==> src/rtl/result_readback_defines.svh <==
// register offsets, field positions and reset values of the result read-back bank
`ifndef RESULT_READBACK_DEFINES_SVH
`define RESULT_READBACK_DEFINES_SVH

`define ADDR_LOOP_CONFIG 8'h2F
`define ADDR_STATUS 8'h30
`define ADDR_PACE1_HIGH 8'h31
`define ADDR_PACE1_LOW 8'h32
`define ADDR_PACE2_HIGH 8'h33
`define ADDR_PACE2_LOW 8'h34
`define ADDR_PACE3_HIGH 8'h35
`define ADDR_PACE3_LOW 8'h36
`define ADDR_ECG1_HIGH 8'h37
`define ADDR_ECG1_MID 8'h38
`define ADDR_ECG1_LOW 8'h39
`define ADDR_ECG2_HIGH 8'h3A
`define ADDR_ECG2_MID 8'h3B
`define ADDR_ECG2_LOW 8'h3C
`define ADDR_ECG3_HIGH 8'h3D
`define ADDR_ECG3_MID 8'h3E
`define ADDR_ECG3_LOW 8'h3F
`define ADDR_REVISION 8'h40
`define ADDR_LOOP_PORT 8'h50

// value is arbitrary
`define REVISION_VALUE 8'hA5
`define LOOP_CONFIG_RESET 7'h00
`define LOOP_CONFIG_MASK 8'h7F

// enable bit positions in the loop select config register
`define BIT_STATUS_EN 0
`define BIT_PACE1_EN 1
`define BIT_PACE2_EN 2
`define BIT_PACE3_EN 3
`define BIT_ECG1_EN 4
`define BIT_ECG2_EN 5
`define BIT_ECG3_EN 6

// status byte field positions
`define BIT_ALARM 1
`define BIT_PACE1_RDY 2
`define BIT_ECG1_RDY 5

`define LOOP_SLOTS 16
`endif

==> src/rtl/result_readback_pkg.sv <==
// types shared by the result read-back bank
package result_readback_pkg;
  typedef logic [7:0] byte_t;
  typedef logic [3:0] slot_t;
  typedef logic [15:0] pace_t;
  typedef logic [23:0] ecg_t;
endpackage : result_readback_pkg

==> src/rtl/input_sync.sv <==
// three-stage synchroniser for the asynchronous alarm level
`timescale 1ns/1ps
module input_sync (
  input wire logic clock, // system clock
  input wire logic sys_rst, // async reset, active high
  input wire logic asyncIn, // level from outside the domain
  output logic syncOut // filtered level
);
  logic meta_q;
  logic s2_q;
  logic s3_q;
  always_ff @(posedge clock or posedge sys_rst) begin
    if (sys_rst) begin
      meta_q <= 1'b0;
      s2_q <= 1'b0;
      s3_q <= 1'b0;
      syncOut <= 1'b0;
    end else begin
      meta_q <= asyncIn;
      s2_q <= meta_q;
      s3_q <= s2_q;
      // a change counts only once stages two and three agree
      if (s2_q == s3_q) begin
        syncOut <= s3_q;
      end
    end
  end
endmodule : input_sync

==> src/rtl/loop_slot_picker.sv <==
// finds the next enabled slot of the loop read-back walk
`timescale 1ns/1ps
module loop_slot_picker (
  input wire logic [15:0] slotEnable, // one bit per address 0x30..0x3F
  input wire result_readback_pkg::slot_t cur, // slot just returned
  output result_readback_pkg::slot_t nextSlot, // next enabled slot after cur, wrapping
  output logic anyEnabled // at least one slot enabled
);
  import result_readback_pkg::*;
  slot_t idx;
  always_comb begin
    nextSlot = cur;
    idx = '0;
    // scan downward so the nearest enabled slot above cur wins
    for (int k = 15; k >= 1; k--) begin
      idx = cur + slot_t'(k);
      if (slotEnable[idx]) begin
        nextSlot = idx;
      end
    end
  end
  assign anyEnabled = |slotEnable;
endmodule : loop_slot_picker

==> src/rtl/result_readback.sv <==
// read-only result register bank with loop read-back port
//
// The plain strobed port was left to the implementer.
`timescale 1ns/1ps
`include "result_readback_defines.svh"
module result_readback (
  input wire logic clock, // 200 MHz system clock
  input wire logic sys_rst, // async reset, active high
  input wire result_readback_pkg::byte_t regAddr, // register address
  input wire result_readback_pkg::byte_t regWdata, // write data
  input wire logic regWrite, // write strobe
  input wire logic regRead, // read strobe
  output result_readback_pkg::byte_t regRdata, // read data, valid the cycle after regRead
  input wire result_readback_pkg::pace_t pace1Result, // channel-one pace result
  input wire result_readback_pkg::pace_t pace2Result, // channel-two pace result
  input wire result_readback_pkg::pace_t pace3Result, // channel-three pace result
  input wire result_readback_pkg::ecg_t ecg1Result, // channel-one ECG result
  input wire result_readback_pkg::ecg_t ecg2Result, // channel-two ECG result
  input wire result_readback_pkg::ecg_t ecg3Result, // channel-three ECG result
  input wire logic [2:0] paceReady, // pace ready flags, channels 3..1
  input wire logic [2:0] ecgReady, // ECG ready flags, channels 3..1
  input wire logic alarmActive, // alarm level, asynchronous
  output logic [6:0] loopSelectConfig // loop enables, for the block's other logic
);
  import result_readback_pkg::*;

  logic alarmSync;
  byte_t statusByte;
  byte_t slotData [16];
  logic [15:0] slotEnable;
  slot_t loopPtr_q;
  slot_t loopPtr_d;
  slot_t firstSlot;
  slot_t nextSlot;
  logic anyEnabled;
  logic loopRead;
  logic inRange;
  byte_t directData;
  byte_t readData;
  logic [6:0] loopSelectConfig_q;

  input_sync alarmSyncInst (
    .clock(clock),
    .sys_rst(sys_rst),
    .asyncIn(alarmActive),
    .syncOut(alarmSync)
  );

  // status byte: ready flags above the alarm flag, bit 0 reads zero
  assign statusByte = {ecgReady, paceReady, alarmSync, 1'b0};

  // byte slots 0x30..0x3F, most significant byte first
  assign slotData[0] = statusByte;
  assign slotData[1] = pace1Result[15:8];
  assign slotData[2] = pace1Result[7:0];
  assign slotData[3] = pace2Result[15:8];
  assign slotData[4] = pace2Result[7:0];
  assign slotData[5] = pace3Result[15:8];
  assign slotData[6] = pace3Result[7:0];
  assign slotData[7] = ecg1Result[23:16];
  assign slotData[8] = ecg1Result[15:8];
  assign slotData[9] = ecg1Result[7:0];
  assign slotData[10] = ecg2Result[23:16];
  assign slotData[11] = ecg2Result[15:8];
  assign slotData[12] = ecg2Result[7:0];
  assign slotData[13] = ecg3Result[23:16];
  assign slotData[14] = ecg3Result[15:8];
  assign slotData[15] = ecg3Result[7:0];

  // each enable bit opens the slots of its register
  assign slotEnable = {
    {3{loopSelectConfig_q[`BIT_ECG3_EN]}},
    {3{loopSelectConfig_q[`BIT_ECG2_EN]}},
    {3{loopSelectConfig_q[`BIT_ECG1_EN]}},
    {2{loopSelectConfig_q[`BIT_PACE3_EN]}},
    {2{loopSelectConfig_q[`BIT_PACE2_EN]}},
    {2{loopSelectConfig_q[`BIT_PACE1_EN]}},
    loopSelectConfig_q[`BIT_STATUS_EN]
  };

  // the walk restarts from slot 15 so the first pick is the lowest enabled slot
  assign firstSlot = 4'hF;

  loop_slot_picker pickerInst (
    .slotEnable(slotEnable),
    .cur(loopPtr_q),
    .nextSlot(nextSlot),
    .anyEnabled(anyEnabled)
  );

  assign loopRead = regRead && (regAddr == `ADDR_LOOP_PORT);
  assign inRange = (regAddr & 8'hF0) == `ADDR_STATUS;

  // slot 15 only opens together with slot 13, so a walk restarted at 15 always lands on the lowest open slot
  slot_t loopSel;
  assign loopSel = nextSlot;

  assign directData = (regAddr == `ADDR_LOOP_CONFIG) ? {1'b0, loopSelectConfig_q} :
                      (regAddr == `ADDR_REVISION) ? `REVISION_VALUE :
                      inRange ? slotData[regAddr[3:0]] : 8'h00;

  // a loop read with nothing enabled returns zero
  assign readData = loopRead ? (anyEnabled ? slotData[loopSel] : 8'h00) : directData;

  assign loopPtr_d = loopRead && anyEnabled ? loopSel : loopPtr_q;

  always_ff @(posedge clock or posedge sys_rst) begin
    if (sys_rst) begin
      loopSelectConfig_q <= `LOOP_CONFIG_RESET;
    end else if (regWrite && regAddr == `ADDR_LOOP_CONFIG) begin
      // only the config register takes writes; result and revision writes fall away
      loopSelectConfig_q <= regWdata[6:0];
    end
  end

  // a config write restarts the walk at the lowest enabled slot
  always_ff @(posedge clock or posedge sys_rst) begin
    if (sys_rst) begin
      loopPtr_q <= 4'hF;
    end else if (regWrite && regAddr == `ADDR_LOOP_CONFIG) begin
      loopPtr_q <= firstSlot;
    end else if (loopRead && anyEnabled) begin
      loopPtr_q <= loopPtr_d;
    end
  end

  always_ff @(posedge clock or posedge sys_rst) begin
    if (sys_rst) begin
      regRdata <= 8'h00;
      loopSelectConfig <= 7'h00;
    end else begin
      regRdata <= regRead ? readData : 8'h00;
      loopSelectConfig <= loopSelectConfig_q;
    end
  end

  // true when an open slot lies strictly between two walk positions, counting upward with wrap
  function automatic logic slotBetween(input logic [15:0] en, input slot_t from, input slot_t to);
    slot_t idx;
    logic scanning;
    logic hit;
    scanning = 1'b1;
    hit = 1'b0;
    for (int k = 1; k < 16; k++) begin
      idx = from + slot_t'(k);
      if (idx == to) begin
        scanning = 1'b0;
      end
      if (scanning && en[idx]) begin
        hit = 1'b1;
      end
    end
    return hit;
  endfunction : slotBetween
endmodule : result_readback

==> config.mk <==
export PLATFORM = sky130hd
export DESIGN_NAME = result_readback
export DESIGN_NICKNAME = d
export VERILOG_FILES = /design/src/rtl/result_readback_pkg.sv /design/src/rtl/input_sync.sv /design/src/rtl/loop_slot_picker.sv /design/src/rtl/result_readback.sv
export VERILOG_INCLUDE_DIRS = /design/src /design/src/rtl
export SDC_FILE = /design/constraint.sdc
export NUM_CORES = 1
export LEC_CHECK = 0
export BUFFER_PORTS_ARGS = -buffer_cell sky130_fd_sc_hd__buf_4
export CAP_MARGIN = 40
export CORE_MARGIN = 5
export CORE_UTILIZATION = 42
export DETAILED_ROUTE_END_ITERATION = 16
export PLACE_DENSITY_LB_ADDON = 0.1
export SLEW_MARGIN = 40
export SYNTH_ARGS = -nofsm -noshare
export SYNTH_HDL_FRONTEND = slang
export SYNTH_HIERARCHICAL = 1
export SYNTH_SLANG_ARGS = --single-unit
==> constraint.sdc <==
create_clock -name clock -period 6.6 [get_ports clock]
set_input_delay 0.99 -clock clock [delete_from_list [all_inputs] [get_ports clock]]
set_output_delay 0.99 -clock clock [all_outputs]
set_load 0.05 [all_outputs]
==> run metrics <==
run status=completed; number of global-route vias before repair=5,252; ant diodes=0; data required time at the worst endpoint=6.73 ns; power share of the clock group=0.138; Post-Layout Cell Count=797; nets=778; clock skew=0.003695 ns; first-pass GRT wire length=around 28 mm; largest family of logic cells by synthesized area=multiplexers; Synth Area in Compound Gates=0.1313; Synth async-reset ratio=1.000; critical path fanouts, max=32; remaining global-route overflow=0; core area=12,670 sq um; Power Density=about 240 nW/um^2; share of layout cells above drive strength 1=0.4736; startpoint types=flip-flop; Placed Cells=789; Synth Register Bits=30; synthesized area per cell=11.17 sq um; Post-DP HPWL=14.18 mm; largest area contributor in the netlist=mux4_2; initial drt markers=412; Top-Level Pins=162; crit-path leading delay family=compound AO/OA/AOI/OAI gates; CP peak stage delay=0.83 ns; Yosys top cell area share=0.3188; Longest Clk Path Bufs=2; CTS tree=yes; largest net degree at the start of global routing=39; final hold vios=0; switching power=0.6937 mW; Setup violations, final=0; dpl cell area=6718 sq um; Worst-Skew Late Latency=0.28 ns; syn nets=approximately 640; CTS Sinks=30; Arr. time, crit path=5.85 ns; Post-synth EDFFs=0; RePlAce Congestion=around 0.94; P_int=0.9609 mW; area of the multi-input gates=roughly 4400 sq um; Period minus WS final=roughly 5.7 ns; CTS resizes=0; Final Cell Area=roughly 6900 sq um; first-pass iteration count of the detailed router=5; final hold slack=0.3673 ns; max-cap viol count=0; routed vias/inst=6.290; Leakage Power=2.867 nW; P&R area growth vs syn=26.54%; Warnings, synthesis=6; via count=around 5,000; Die Span Y=123.8 um; number of cell rows=between 40 and 50; Reg power frac=0.132; Sw Ratio=0.4193; slowest CP cell=dfstp_2; Max Fclk=174.7 MHz; Register Area=755.7 sq um; Worst setup EP type=flip-flop; part of the Yosys area used for sequential elements=0.1389; average wire per standard cell=about 22 um; die area=15,330 sq um; post-synthesis xor/xnor area fraction=0.02231; Tot GR Track Use=0.2362; Post-Synth Adder-Cell Area=0.01817; post-synthesis mux area share=0.5156; Reg clk slew, reported paths=0.05 ns; Peak VDD IR=between 150 and 200 uV; Slew @ Worst Pin=0.7389 ns; Initial Util=0.4293; Die X=123.8 um; post-synthesis simple-gate area fraction=0.1198; initial antenna violation count=0; Hold Buf Count CTS=0; Comb pwr share=0.730; Synth Cell Area=between 5000 and 6000 sq um; CP Class=flip-flop to flip-flop; Filler cells=1,148; crit share post-route=0.8671; Antenna Nets Post-Route=0; Post-Synthesis Cells=487; crit-path cells=clkinv_1 -> ha_1 -> a21oi_1 -> xor2_1 -> mux4_2 -> nor2_1 -> a21oi_1 -> o41ai_1 -> mux2i_1 -> nor4b_2 -> buf_12 -> mux4_2 -> a22o_1 -> a221oi_1 -> o22ai_1; Final TNS setup=0 ns; Total Wirelength=roughly 18 mm; htree depth=2; RSZ-0062 raised after global routing=no; Netlist cell types=76; # DRC=0; synth top area cells=mux4_2 (32%), dfrtp_1 (12%), mux2i_1 (9.2%), mux4_1 (3.9%), mux2_2 (3.1%); post-CTS setup buffers=0; Root Buffer=clkbuf_16; Worst slew margin=0.5060; Max Slew Vio Count=0; WP buf/inv=2; Hold Crit Class=flip-flop to flip-flop; cts bufs inserted=5; IO Port Bufs=160; Top FF cell, synth=dfrtp_1
==> worst reg2reg max path, delay by kind of cell, from the launching register on <==
kind	cells	cell delay [ns]
xor+xnor	1	0.37
fa+ha+maj	1	0.32
simple gates	2	0.47
buf+inv	2	0.73
mux	3	1.43
flops	1	0.83
compound gates	6	1.44
==> layout by cell type, fill, tap and decap left out, drive strengths merged, types with 4 or more instances in the layout <==
cell / netlist / layout
mux2: 27 / 27
a211oi: 7 / 7
nand3b: 5 / 5
nor3b: 5 / 5
nand3: 6 / 6
buf: 29 / 167
a221oi: 4 / 4
nor2: 18 / 18
o21ai: 13 / 13
a211o: 5 / 5
nor2b: 8 / 8
nand4: 4 / 4
nor4: 6 / 6
a31oi: 9 / 9
dfstp: 4 / 4
mux2i: 51 / 51
dfrtp: 26 / 26
o31ai: 5 / 5
a21oi: 20 / 20
inv: 11 / 11
a2111oi: 4 / 4
o211ai: 4 / 4
xor2: 7 / 7
mux4: 85 / 85
nor3: 11 / 11
a22oi: 9 / 9
clkbuf: 8 / 6
o22ai: 4 / 4
nand2: 44 / 44
ha: 7 / 7
xnor2: 6 / 6
==> layout make-up <==
type | instances | share of cell area
Clock buffer | 6 | 0.02017
Clock inverter | 2 | 0.001818
Inverter | 13 | 0.007088
Multi-Input combinational cell | 407 | 0.6441
Sequential cell | 30 | 0.1098
Tap cell | 172 | 0.03126
Timing Repair Buffer | 167 | 0.1858
==> registers in the layout, indices dropped and copies added (netlist names) <==
register               flops
alarmSyncInst/s2_q         1
loopPtr_q                  4
alarmSyncInst/syncOut      1
alarmSyncInst/meta_q       1
alarmSyncInst/s3_q         1
regRdata                   8
loopSelectConfig           7
loopSelectConfig_q         7
==> per-stage QoR <==
stage | setup WS (ns) | utilization | power (mW)
2_1_floorplan | 1.229 | - | 1.128
3_3_place_gp | 1.083 | 0.5297 | 1.409
6_report | 0.8771 | 0.5433 | 1.655
5_1_grt | 0.4204 | 0.5433 | 1.771
3_5_place_dp | 0.9833 | 0.5302 | 1.422
4_1_cts | 0.9662 | 0.5421 | 1.657
==> layer usage <==
metal  track usage  up-vias  routed length, um
li1              -     2289                  -
met1        0.2933     2497               7013
met2        0.4140      203               9001
met3       0.05268       24               1232
met4       0.06436        0                427
met5             0        -                  0
==> cell families after synthesis <==
logic type	Yosys count
AOI/OAI and AO/OA	101
xor gates and xnor gates	13
adders and majority gates	8
buffers and inverters	50
DFF	30
muxes	163
and+or+nand+nor	122
==> path summary, 6_finish.rpt <==
kind	from	to	slack (ns)	depth (start not counted)
worst max-delay path	loopPtr_q[2]	regRdata[3]	0.88	15
worst min-delay path	alarmSyncInst/meta_q	alarmSyncInst/s2_q	0.37	0
worst max register to register	loopPtr_q[2]	regRdata[3]	0.88	15
worst min register to register	alarmSyncInst/meta_q	alarmSyncInst/s2_q	0.37	0
max in group asynchronous	sys_rst	loopPtr_q[1]	5.46	2
min in group asynchronous	sys_rst	alarmSyncInst/meta_q	0.61	2
==> synth_stat cells, drive strengths merged (8+ instances only) <==
master / n
a21oi: 20
dfrtp: 26
inv: 11
o21ai: 13
buf: 29
a31oi: 9
a22oi: 9
nor2: 18
clkbuf: 8
mux2i: 51
nor3: 11
nor2b: 8
nand2: 44
mux4: 85
mux2: 27
==> power by group through the flow <==
stage | Clock [mW] | Sequential, mW | Combinational, mW
4_1_cts | 0.234 | 0.219 | 1.20
3_5_place_dp | 0 | 0.222 | 1.20
3_3_place_gp | 0 | 0.221 | 1.19
2_1_floorplan | 0 | 0.218 | 0.909
5_1_grt | 0.242 | 0.222 | 1.31
6_report | 0.228 | 0.219 | 1.21
No activity file was read; power rests on OpenSTA's default activity.
